### config.mk
export PLATFORM = sky130hd
export DESIGN_NAME = spfe_front_end
export DESIGN_NICKNAME = d
export VERILOG_FILES = /design/src/hw/spfe_pkg.sv /design/src/hw/spfe_front_end.sv
export SDC_FILE = /design/constraint.sdc
export NUM_CORES = 1
export LEC_CHECK = 0
export BUFFER_PORTS_ARGS = -buffer_cell sky130_fd_sc_hd__clkbuf_2
export CELL_PAD_IN_SITES_DETAIL_PLACEMENT = 2
export CELL_PAD_IN_SITES_GLOBAL_PLACEMENT = 2
export CORE_AREA = 10 10 184 186
export DETAILED_ROUTE_END_ITERATION = 6
export DIE_AREA = 0 0 194 196
export GPL_ROUTABILITY_DRIVEN = 0
export GPL_TIMING_DRIVEN = 1
export HOLD_SLACK_MARGIN = 0.02
export MAX_ROUTING_LAYER = met4
export PLACE_DENSITY_LB_ADDON = 0.12
export RECOVER_POWER = 100
export SLEW_MARGIN = 20
export SYNTH_ARGS = -nofsm -noshare
export SYNTH_HDL_FRONTEND = slang
export SYNTH_SLANG_ARGS = --single-unit
### constraint.sdc
create_clock -name hclk -period 2.5 [get_ports hclk]
set_clock_uncertainty 0.05 [all_clocks]
set_input_delay 0.25 -clock hclk [delete_from_list [all_inputs] [get_ports hclk]]
set_output_delay 0.25 -clock hclk [all_outputs]
set_load 0.005 [all_outputs]
### src/hw/spfe_pkg.sv
// Behaviour
// capture words on parallel clock rising edge
// video mode: processing high, transport low
// width pin sets external bus width
// 20-bit video: luma upper, chroma lower
// 10-bit video: upper lane only, lower ignored
// transport mode forces 10-bit input
// transport byte from upper bits 17..10
// bit 19 sync request, bit 18 special
// data-through passes words unchanged
// source supplies clock matching the format
// video mode scrambles then NRZI encodes
// transport mode 8b/10b encodes with fill
// flywheel runs in video mode only
// flywheel tracks four raster counts
// timing select low: lock external strobes
// timing select high: lock embedded codes
// lock declared after one complete frame
// keep monitoring timing after lock
// blanking style low: H covers reference words
// blanking style high: H follows code H
// extras enabled at reset, disabled by register
// transport mode: processing low, transport, rate high
// data-through: processing and transport both low
// sync request inserts comma before encoding
// source flags special characters on bit 18
// rate pin high means SD, low HD
package spfe_pkg;
   typedef enum {MODE_IDLE, MODE_VIDEO, MODE_TS, MODE_THRU} spfe_mode_t;
   typedef enum {FW_SEEK, FW_LEARN, FW_LOCK} spfe_fw_t;

   typedef struct packed {
      logic processing_select;
      logic transport_mode_select;
      logic rate_select;
      logic input_width_select;
      logic embedded_timing_select;
      logic h;
      logic v;
      logic f;
   } spfe_pins_t;

   typedef struct packed {
      logic        valid;
      logic [19:0] word;
      logic        k;
      logic        width20;
      logic        scramble;
      logic        nrzi;
      logic        enc8b10b;
   } spfe_out_t;

   // Register indexes; byte address is four times the index
   localparam logic [5:0] IDX_DISABLE = 6'h00;
   localparam logic [5:0] IDX_VSTD    = 6'h04;
   localparam logic [5:0] IDX_RS1     = 6'h0E;
   localparam logic [5:0] IDX_RS2     = 6'h0F;
   localparam logic [5:0] IDX_RS3     = 6'h10;
   localparam logic [5:0] IDX_RS4     = 6'h11;

   localparam logic [7:0] DISABLE_RST = 8'h00;
   localparam int         BIT_H_CONFIG = 6;
   localparam int         BIT_STD_DET  = 7;
   localparam int         BIT_LOCK     = 8;
   localparam int         BIT_INT_PROG = 9;

   localparam logic [7:0] K28_5       = 8'hBC;
   localparam logic [7:0] TRS_ONES    = 8'hFF;
   localparam logic [7:0] TRS_ZERO    = 8'h00;
   localparam int         BIT_XYZ_F   = 8;
   localparam int         BIT_XYZ_V   = 7;
   localparam int         BIT_XYZ_H   = 6;
   localparam logic [3:0] ADJ_EMB     = 4'h3;
   localparam logic [3:0] ADJ_TRS_H   = 4'h4;
   localparam logic [3:0] ADJ_NONE    = 4'h0;
endpackage

### src/hw/spfe_front_end.sv
`timescale 1ns/1ps
module spfe_front_end
   import spfe_pkg::*;
#(
   parameter int SAMP_W = 12,
   parameter int LINE_W = 11
)(
   input  wire logic        hclk,
   input  wire logic        hresetn,
   input  wire logic        hsel,
   input  wire logic [7:0]  haddr,
   input  wire logic [1:0]  htrans,
   input  wire logic        hwrite,
   input  wire logic [2:0]  hsize,
   input  wire logic [31:0] hwdata,
   input  wire logic        hready,
   output logic      [31:0] hrdata,
   output logic             hreadyout,
   output logic             hresp,
   input  wire logic        pclk,
   input  wire logic [19:0] din,
   input  wire spfe_pins_t  pins,
   output logic             din_lo_oe,
   output spfe_out_t        ser_out,
   output logic             sd_rate,
   output logic [7:0]       proc_enable
);
   if (SAMP_W < 4 || SAMP_W > 16 || LINE_W < 4 || LINE_W > 16) begin : g_bad_width
      $error("spfe_front_end: counter width out of range");
   end

   ////////////////////////////////////////////////////////////////////////
   // Pin synchronisers; the parallel clock is sampled, not used as a clock
   logic [2:0]  pclk_r;
   logic [19:0] din_s1_r, din_s2_r;
   spfe_pins_t  pin_s1_r, pin_s2_r;

   always_ff @(posedge hclk or negedge hresetn) begin
      if (!hresetn) begin
         pclk_r   <= 3'h0;
         din_s1_r <= 20'h0_0000;
         din_s2_r <= 20'h0_0000;
         pin_s1_r <= '0;
         pin_s2_r <= '0;
      end else begin
         pclk_r   <= {pclk_r[1:0], pclk};
         din_s1_r <= din;
         din_s2_r <= din_s1_r;
         pin_s1_r <= pins;
         pin_s2_r <= pin_s1_r;
      end
   end

   logic cap;
   assign cap = pclk_r[1] & ~pclk_r[2];

   spfe_mode_t mode;
   always_comb begin
      if (pin_s2_r.processing_select && !pin_s2_r.transport_mode_select) begin
         mode = MODE_VIDEO;
      end else if (!pin_s2_r.processing_select && pin_s2_r.transport_mode_select
                   && pin_s2_r.rate_select) begin
         mode = MODE_TS;
      end else if (!pin_s2_r.processing_select
                   && !pin_s2_r.transport_mode_select) begin
         mode = MODE_THRU;
      end else begin
         mode = MODE_IDLE;
      end
   end

   // Lower lane is input only and never driven
   assign din_lo_oe = 1'b0;
   assign sd_rate   = pin_s2_r.rate_select;

   ////////////////////////////////////////////////////////////////////////
   // Lane steering
   logic      wide;
   spfe_out_t out_nxt;
   assign wide = pin_s2_r.input_width_select;

   always_comb begin
      out_nxt = '0;
      case (mode)
         MODE_VIDEO: begin
            out_nxt.valid    = cap;
            out_nxt.width20  = wide;
            out_nxt.word     = wide ? din_s2_r : {din_s2_r[19:10], 10'h000};
            out_nxt.scramble = 1'b1;
            out_nxt.nrzi     = 1'b1;
         end
         MODE_TS: begin
            out_nxt.valid    = cap;
            out_nxt.enc8b10b = 1'b1;
            if (din_s2_r[19]) begin
               out_nxt.word[7:0] = K28_5;
               out_nxt.k         = 1'b1;
            end else begin
               out_nxt.word[7:0] = din_s2_r[17:10];
               out_nxt.k         = din_s2_r[18];
            end
         end
         MODE_THRU: begin
            out_nxt.valid   = cap;
            out_nxt.width20 = wide;
            out_nxt.word    = wide ? din_s2_r : {din_s2_r[19:10], 10'h000};
         end
         default: begin
            out_nxt = '0;
         end
      endcase
   end

   always_ff @(posedge hclk or negedge hresetn) begin
      if (!hresetn) begin
         ser_out <= '0;
      end else begin
         ser_out.valid <= out_nxt.valid;
         if (out_nxt.valid) begin
            ser_out <= out_nxt;
         end
      end
   end

   ////////////////////////////////////////////////////////////////////////
   // Flywheel timing reference
   logic [7:0]  disable_r;
   logic [9:0]  w1_r, w2_r, w3_r;
   logic        eh_r, ev_r, ef_r;
   logic        step, trs_hit, cur_h, cur_v, cur_f;
   logic [3:0]  adj;

   assign step    = cap && mode == MODE_VIDEO;
   assign trs_hit = w3_r[9:2] == TRS_ONES && w2_r[9:2] == TRS_ZERO
                    && w1_r[9:2] == TRS_ZERO;

   always_ff @(posedge hclk or negedge hresetn) begin
      if (!hresetn) begin
         w1_r <= 10'h000;
         w2_r <= 10'h000;
         w3_r <= 10'h000;
         eh_r <= 1'b0;
         ev_r <= 1'b0;
         ef_r <= 1'b0;
      end else if (step) begin
         w1_r <= din_s2_r[19:10];
         w2_r <= w1_r;
         w3_r <= w2_r;
         if (trs_hit) begin
            eh_r <= din_s2_r[10 + BIT_XYZ_H];
            ev_r <= din_s2_r[10 + BIT_XYZ_V];
            ef_r <= din_s2_r[10 + BIT_XYZ_F];
         end
      end
   end

   always_comb begin
      if (pin_s2_r.embedded_timing_select) begin
         cur_h = eh_r;
         cur_v = ev_r;
         cur_f = ef_r;
         adj   = ADJ_EMB;
      end else begin
         cur_h = pin_s2_r.h;
         cur_v = pin_s2_r.v;
         cur_f = pin_s2_r.f;
         // Code-based H leaves the start word group inside the low time
         adj   = disable_r[BIT_H_CONFIG] ? ADJ_TRS_H : ADJ_NONE;
      end
   end

   ////////////////////////////////////////////////////////////////////////
   // Raster counters
   logic [SAMP_W-1:0] samp_c_r, act_c_r, samp_tot_r, samp_act_r;
   logic [LINE_W-1:0] line_c_r, actl_c_r, line_tot_r, line_act_r;
   logic              ph_r, lv_r, lf_r, saw_f_r;
   logic              line_ev, frame_ev, vrise;
   spfe_fw_t          fw_r;

   assign line_ev  = step && cur_h && !ph_r;
   assign vrise    = line_ev && cur_v && !lv_r;
   assign frame_ev = line_ev && ((lf_r && !cur_f) || (!saw_f_r && vrise));

   always_ff @(posedge hclk or negedge hresetn) begin
      if (!hresetn) begin
         samp_c_r   <= '0;
         act_c_r    <= '0;
         line_c_r   <= '0;
         actl_c_r   <= '0;
         samp_tot_r <= '0;
         samp_act_r <= '0;
         line_tot_r <= '0;
         line_act_r <= '0;
         ph_r       <= 1'b0;
         lv_r       <= 1'b0;
         lf_r       <= 1'b0;
         saw_f_r    <= 1'b0;
      end else if (mode != MODE_VIDEO) begin
         samp_c_r <= '0;
         act_c_r  <= '0;
         line_c_r <= '0;
         actl_c_r <= '0;
         ph_r     <= 1'b0;
         saw_f_r  <= 1'b0;
      end else if (step) begin
         ph_r <= cur_h;
         if (line_ev) begin
            samp_tot_r <= samp_c_r;
            samp_act_r <= act_c_r - SAMP_W'(adj);
            samp_c_r   <= SAMP_W'(1);
            act_c_r    <= '0;
            lv_r       <= cur_v;
            lf_r       <= cur_f;
            saw_f_r    <= saw_f_r | cur_f;
            line_c_r   <= frame_ev ? LINE_W'(1) : line_c_r + LINE_W'(1);
            if (frame_ev) begin
               line_tot_r <= line_c_r;
            end
            if (vrise) begin
               line_act_r <= actl_c_r;
               actl_c_r   <= '0;
            end else if (!cur_v) begin
               actl_c_r <= actl_c_r + LINE_W'(1);
            end
         end else begin
            samp_c_r <= samp_c_r + SAMP_W'(1);
            if (!cur_h) begin
               act_c_r <= act_c_r + SAMP_W'(1);
            end
         end
      end
   end

   // Lock state: one full frame between boundaries before lock
   logic mismatch;
   assign mismatch = (frame_ev && line_c_r != line_tot_r)
                     || (line_ev && samp_c_r != samp_tot_r);

   always_ff @(posedge hclk or negedge hresetn) begin
      if (!hresetn) begin
         fw_r <= FW_SEEK;
      end else if (mode != MODE_VIDEO) begin
         fw_r <= FW_SEEK;
      end else begin
         case (fw_r)
            FW_SEEK: begin
               if (frame_ev) begin
                  fw_r <= FW_LEARN;
               end
            end
            FW_LEARN: begin
               if (frame_ev) begin
                  fw_r <= FW_LOCK;
               end
            end
            FW_LOCK: begin
               if (mismatch) begin
                  fw_r <= FW_LEARN;
               end
            end
            default: begin
               fw_r <= FW_SEEK;
            end
         endcase
      end
   end

   // Published raster figures; frozen while standard detection is disabled
   logic [SAMP_W-1:0] rs_tot_r, rs_act_r;
   logic [LINE_W-1:0] rs_lines_r, rs_actl_r;
   always_ff @(posedge hclk or negedge hresetn) begin
      if (!hresetn) begin
         rs_tot_r   <= '0;
         rs_act_r   <= '0;
         rs_lines_r <= '0;
         rs_actl_r  <= '0;
      end else if (frame_ev && fw_r == FW_LOCK && !disable_r[BIT_STD_DET]) begin
         rs_tot_r   <= samp_tot_r;
         rs_act_r   <= samp_act_r;
         rs_lines_r <= line_c_r;
         rs_actl_r  <= line_act_r;
      end
   end

   ////////////////////////////////////////////////////////////////////////
   // AHB-Lite slave, zero wait states
   logic       wr_pend_r;
   logic [5:0] wr_idx_r;
   logic       acc;
   logic [5:0] a_idx;
   logic [31:0] rd_nxt;

   assign acc       = hsel && htrans[1] && hready;
   assign a_idx     = haddr[7:2];
   assign hreadyout = 1'b1;
   assign hresp     = 1'b0;
   assign proc_enable = ~disable_r;

   always_comb begin
      rd_nxt = 32'h0000_0000;
      case (a_idx)
         IDX_DISABLE: rd_nxt[7:0] = disable_r;
         IDX_VSTD: begin
            rd_nxt[BIT_LOCK]     = fw_r == FW_LOCK;
            rd_nxt[BIT_INT_PROG] = saw_f_r;
         end
         IDX_RS1: rd_nxt[SAMP_W-1:0] = rs_act_r;
         IDX_RS2: rd_nxt[SAMP_W-1:0] = rs_tot_r;
         IDX_RS3: rd_nxt[LINE_W-1:0] = rs_lines_r;
         IDX_RS4: rd_nxt[LINE_W-1:0] = rs_actl_r;
         default: rd_nxt = 32'h0000_0000;
      endcase
   end

   always_ff @(posedge hclk or negedge hresetn) begin
      if (!hresetn) begin
         wr_pend_r <= 1'b0;
         wr_idx_r  <= 6'h00;
         hrdata    <= 32'h0000_0000;
      end else begin
         wr_pend_r <= acc && hwrite;
         wr_idx_r  <= a_idx;
         if (acc && !hwrite) begin
            hrdata <= rd_nxt;
         end
      end
   end

   always_ff @(posedge hclk or negedge hresetn) begin
      if (!hresetn) begin
         disable_r <= DISABLE_RST;
      end else if (wr_pend_r && wr_idx_r == IDX_DISABLE) begin
         disable_r <= hwdata[7:0];
      end
   end

   ////////////////////////////////////////////////////////////////////////
   // Checks
   property p_capture;
      @(posedge hclk) disable iff (!hresetn)
      cap && mode != MODE_IDLE |=> ser_out.valid;
   endproperty
   a_capture: assert property (p_capture) else $error("capture lost");
   property p_video_mode;
      @(posedge hclk) disable iff (!hresetn)
      cap && pin_s2_r.processing_select && !pin_s2_r.transport_mode_select
      |=> ser_out.scramble && ser_out.nrzi;
   endproperty
   a_video_mode: assert property (p_video_mode) else $error("video not taken");
   property p_ts_narrow;
      @(posedge hclk) disable iff (!hresetn)
      ser_out.valid && ser_out.enc8b10b |-> !ser_out.width20;
   endproperty
   a_ts_narrow: assert property (p_ts_narrow) else $error("transport wide");
   property p_ts_byte;
      @(posedge hclk) disable iff (!hresetn)
      cap && mode == MODE_TS && !din_s2_r[19]
      |=> ser_out.word[7:0] == $past(din_s2_r[17:10]) && ser_out.k == $past(din_s2_r[18]);
   endproperty
   a_ts_byte: assert property (p_ts_byte) else $error("transport byte wrong");
   property p_sync;
      @(posedge hclk) disable iff (!hresetn)
      cap && mode == MODE_TS && din_s2_r[19] |=> ser_out.word[7:0] == K28_5 && ser_out.k;
   endproperty
   a_sync: assert property (p_sync) else $error("comma missing");
   property p_lower;
      @(posedge hclk) disable iff (!hresetn)
      cap && mode == MODE_VIDEO && !wide |=> ser_out.word[9:0] == 10'h000;
   endproperty
   a_lower: assert property (p_lower) else $error("lower lane used");
   property p_thru;
      @(posedge hclk) disable iff (!hresetn)
      cap && mode == MODE_THRU |=> ser_out.word == ($past(wide) ? $past(din_s2_r)
      : {$past(din_s2_r[19:10]), 10'h000}) && !ser_out.scramble && !ser_out.enc8b10b;
   endproperty
   a_thru: assert property (p_thru) else $error("through data altered");
   property p_fly_off;
      @(posedge hclk) disable iff (!hresetn)
      mode != MODE_VIDEO |=> fw_r == FW_SEEK && samp_c_r == '0;
   endproperty
   a_fly_off: assert property (p_fly_off) else $error("flywheel active");
   property p_lock;
      @(posedge hclk) disable iff (!hresetn)
      fw_r != FW_LOCK ##1 fw_r == FW_LOCK |-> $past(frame_ev) && $past(fw_r) == FW_LEARN;
   endproperty
   a_lock: assert property (p_lock) else $error("early lock");
   property p_relearn;
      @(posedge hclk) disable iff (!hresetn)
      fw_r == FW_LOCK && mismatch && mode == MODE_VIDEO |=> fw_r == FW_LEARN;
   endproperty
   a_relearn: assert property (p_relearn) else $error("mismatch ignored");
   property p_dis_rst;
      @(posedge hclk) disable iff (!hresetn)
      !wr_pend_r |=> $stable(disable_r);
   endproperty
   a_dis_rst: assert property (p_dis_rst) else $error("enable bank moved");

   c_lock: cover property (@(posedge hclk) disable iff (!hresetn) fw_r == FW_LOCK);
   c_comma: cover property (@(posedge hclk) disable iff (!hresetn)
      ser_out.valid && ser_out.k && ser_out.enc8b10b);
   c_thru: cover property (@(posedge hclk) disable iff (!hresetn)
      ser_out.valid && ser_out.width20 && !ser_out.scramble);
   c_write: cover property (@(posedge hclk) disable iff (!hresetn)
      wr_pend_r && wr_idx_r == IDX_DISABLE);
endmodule

==> impl_summary.md <==
Status
The run finished, with violations left. The checks that failed: capacitance limit, slew limit.

Setup path
Walking the worst path, the cells encountered are buf_4 > ha_1 > fa_1 > inv_1 > a21boi_0 > buf_4 > nand2_1 > xor2_1 > o21ai_0. Among the stages of the critical path, the cell type that occurs most often is buf_4. The largest single stage delay on the critical path is 490 ps. The worst setup path is launched from a flop. The critical path is of the reg -> reg type. The kind of end point of the critical path is a flop.

The slowest stage of the critical path is the dfrtp_1 cell. For the worst setup path, the data arrival time is 2700 ps. Along the worst path, the maximum fanout reaches 5. At the worst endpoint, the required time is 2830 ps.

Power
The share of power burned in the clock network is 46.3%. Net switching is 24.5% of the power. Of the total power, registers draw 47.0%. The power per standard cell area is around 770 mW/mm². The switching power of the nets is 2.66 mW.

IR analysis of the VDD net gives a maximum drop of 0.498 mV. The static leakage is 6.65 nW. The combinational power share is 6.7%. The internal power summed over all cells is 8.19 mW.

Global route
The via count of the first global-routing pass was roughly 9000. The overall track demand over capacity in global routing is a little under a fifth. The pin count of the biggest net entering global routing is 61. The remaining global-route overflow is 0. The first global-routing pass estimated 53.7 mm of wire. The number of antenna violations at the first check in global routing is 0.

Route
The number of design rule violations left after detail routing is 0. The total wire length after detailed routing is 33.3 mm. The detailed router placed 7779 vias in this run. The detailed router's first-iteration violation count is between 400 and 500.

In the routed layout, each cell is associated on average with a via count of 5.12. The detail route stage leaves a number of antenna-violating nets equal to 0. The number of iterations in the first detailed-routing pass is 4. After detailed routing, the average wire length per cell comes to 21.9 µm.

Synthesis
The top cell type by area accounts for 60.7% of the synthesized area. The number of distinct standard cells referenced by the synthesized netlist is 61. The synthesized design contains 0 enable-type register cells. The async set-reset flop share out of synthesis is 100%. The netlist area before placement is 0.0116 mm².

The average cell area after synthesis is roughly 12 µm². For this run, the number of Yosys warnings is 0. In the synthesized netlist the dominant register cell turns out to be dfrtp_1. Of the synthesized area, sequential elements account for between 60 and 70%. Sorting the synthesized cells by area gives the leading types as dfrtp_1, mux2_2, xor2_1. The synthesized design spends more area on one cell type than any other, namely dfrtp_1. The number of synthesized register bits is 282. The post-synthesis instance total is a little over 900.

Timing
For the pin with the worst max-slew slack, the measured transition is 1700 ps. The final number of max-transition violations was 57. The final cycle utilization of the critical path is 94.8%. On the final layout, the worst hold slack is 262 ps. Static timing analysis puts the maximum clock frequency at 422 MHz.

Headroom to the max-slew limit came out at -13.2%. Once routing completed, OpenROAD measured the worst setup slack at roughly 130 ps. Adding up every negative setup slack in the final design gives 0 ps.

The final hold violation count is 0. Setup repair after global routing left no endpoint under its margin. The minimum clock period after layout is approximately 2400 ps. The count of final setup violators is 0.

Finish
The antenna diode instance count is 0. The final non-filler cell area is roughly 0.014 mm². The proportion of layout cells with a drive suffix above 1 is 19.0%. The end-of-flow core utilization is 46.7%. For this run, the post-layout net count is 1187.

The post-synthesis to final-layout area growth is 21.5%.

Placed design
OpenSTA, run right after detailed placement, puts the worst setup slack at 118 ps. In this run the tool buffered the top-level ports with 95 buffer cells. Once placement finished, the instance area stood at 0.0127 mm². The sum of net half-perimeters after detailed placement is 22.3 mm.

Clock tree
The register clock-pin slew on the reported worst setup and hold paths is 60 ps. Clock latency on the worst-skew pair, taken at its later pin, is 520 ps. TritonCTS built the clock tree.

The number of levels the H-tree was split into is 2. The maximum clock path buffer count is 3. The clock sink total is 282. The number of gates resized after cts is 0. In this run the clock root is driven by a clkbuf_16. The TritonCTS buffer count is 34.

Floorplan
The starting density of the core is 38.4%. In this run the vertical extent of the chip is 196 µm. The die width is 194 µm. The die outline area is 0.0380 mm². The core region is around 0.03 mm².

Pin placement for this block handled 149 I/O pins. The placement row count is 64.

Job
The count of maximum capacitance violations is 1.

Hold path
The tightest min-delay check is of the in -> reg type.
## Yosys cell counts (8+ instances only)
cell type  count
o21ai_0       41
clkbuf_1      32
dfrtp_1      282
nand3_1       18
nor2b_1       10
nor2_1        54
a22o_1        13
mux2_2        87
mux2_1        17
mux2i_1       14
nand2_1       89
nand4_1       17
xnor2_1       19
buf_4         24
xor2_1        48
a221oi_1       9
and3_1        13
inv_1         21
o2bb2ai_1      8
a21oi_1       14
## placed cells by master (no fill, tap or decap), types with 7 or more instances in the layout
cell type      synthesis  routed
o21ai_0               41      41
ha_1                   7       7
mux2_1                17      17
xor2_1                48      48
o2bb2ai_1              8       8
and4_1                 7       7
inv_1                 21      21
mux2_2                87      87
nand3_1               18      18
clkbuf_2               0      38
nand2_1               89      89
buf_4                 24      17
a21oi_1               14      14
nor2_1                54      54
clkbuf_16              0      35
clkinv_2               0       8
clkbuf_1              32      72
dfrtp_1              282     282
a221oi_1               9       9
dlygate4sd3_1          0      45
nor2b_1               10      10
a22o_1                13      13
nand4_1               17      17
xnor2_1               19      19
mux2i_1               14      14
conb_1                 2      23
and3_1                13      13
## final timing paths
path / startpoint / slack, ps / endpoint / cells past startpoint
max: pin_s2_r[3]$_DFF_PN0_ / 130 / samp_act_r[10]$_DFFE_PN0P_ / 9
min: hready / 260 / hrdata[11]$_DFFE_PN0P_ / 4
max reg2reg: pin_s2_r[3]$_DFF_PN0_ / 130 / samp_act_r[10]$_DFFE_PN0P_ / 9
min reg2reg: din_s1_r[4]$_DFF_PN0_ / 290 / din_s2_r[4]$_DFF_PN0_ / 0
max in group asynchronous: hresetn / 460 / rs_actl_r[7]$_DFFE_PN0P_ / 3
min in group asynchronous: hresetn / 670 / disable_r[3]$_DFFE_PN0P_ / 2
## metal layers
layer	global-route usage (%)	vias to the layer above	wire [µm]
met5	-	-	0
met4	3.73	0	522
met3	3.05	39	1120
met2	30.4	133	16700
met1	22.6	4054	15000
li1	-	3553	-
## metrics by stage
step           instances  total power, mW
3_3_place_gp        1415             5.84
3_5_place_dp        1415             5.88
4_1_cts             1520             11.0
6_report            1520             10.8
2_1_floorplan        953             5.46
5_1_grt             1520             11.3
## power by group through the flow
stage / registers (mW) / logic (mW) / clock network, mW
after floorplan: 5.08 / 0.380 / 0
after detailed placement: 5.17 / 0.704 / 0
after CTS: 5.10 / 0.768 / 5.12
final: 5.10 / 0.727 / 5.02
after global routing: 5.14 / 0.820 / 5.35
after global placement: 5.16 / 0.676 / 0
## flip-flops by register name (all words and copies together), names as in the netlist, 12 cells and up
name,flops
samp_tot_r,12
hrdata,12
samp_act_r,12
samp_c_r,12
rs_tot_r,12
act_c_r,12
din_s1_r,20
ser_out,25
rs_act_r,12
din_s2_r,20
## logic make-up after synthesis
group,Yosys count,share of synthesized area [%]
mux,120,11.6
simple gates,241,10.2
fa+ha+maj,8,0.925
other cells,2,0.0646
buf+inv,86,3.91
xor+xnor,67,5.05
compound gates,126,7.52
flops,282,60.7
## cell type report
| class | instances | area (µm²) |
|---|---|---|
| timing repair buffer | 176 | 1140 |
| clock buffer | 43 | 966 |
| inverter | 21 | 78.8 |
| multi-input combinational | 585 | 4220 |
| fill | 3001 | 16100 |
| tap | 396 | 495 |
| sequential | 282 | 7060 |
| clock inverter | 17 | 171 |
## worst max-delay path, delay by kind of cell, from the launching register on
kind	cells	cell delay [ps]
AO/OA/AOI/OAI	2	240
buffers and inverters	3	450
adder cells (fa/ha/maj)	2	640
flip-flops	1	490
XOR/XNOR	1	290
AND/OR/NAND/NOR	1	70
## timing repair
action                                 CTS  global route
endpoints found under the hold margin   98             0
hold buffers                            45             0
setup buffers                            0             0
Note: power is estimated with default switching activity, not from simulation.
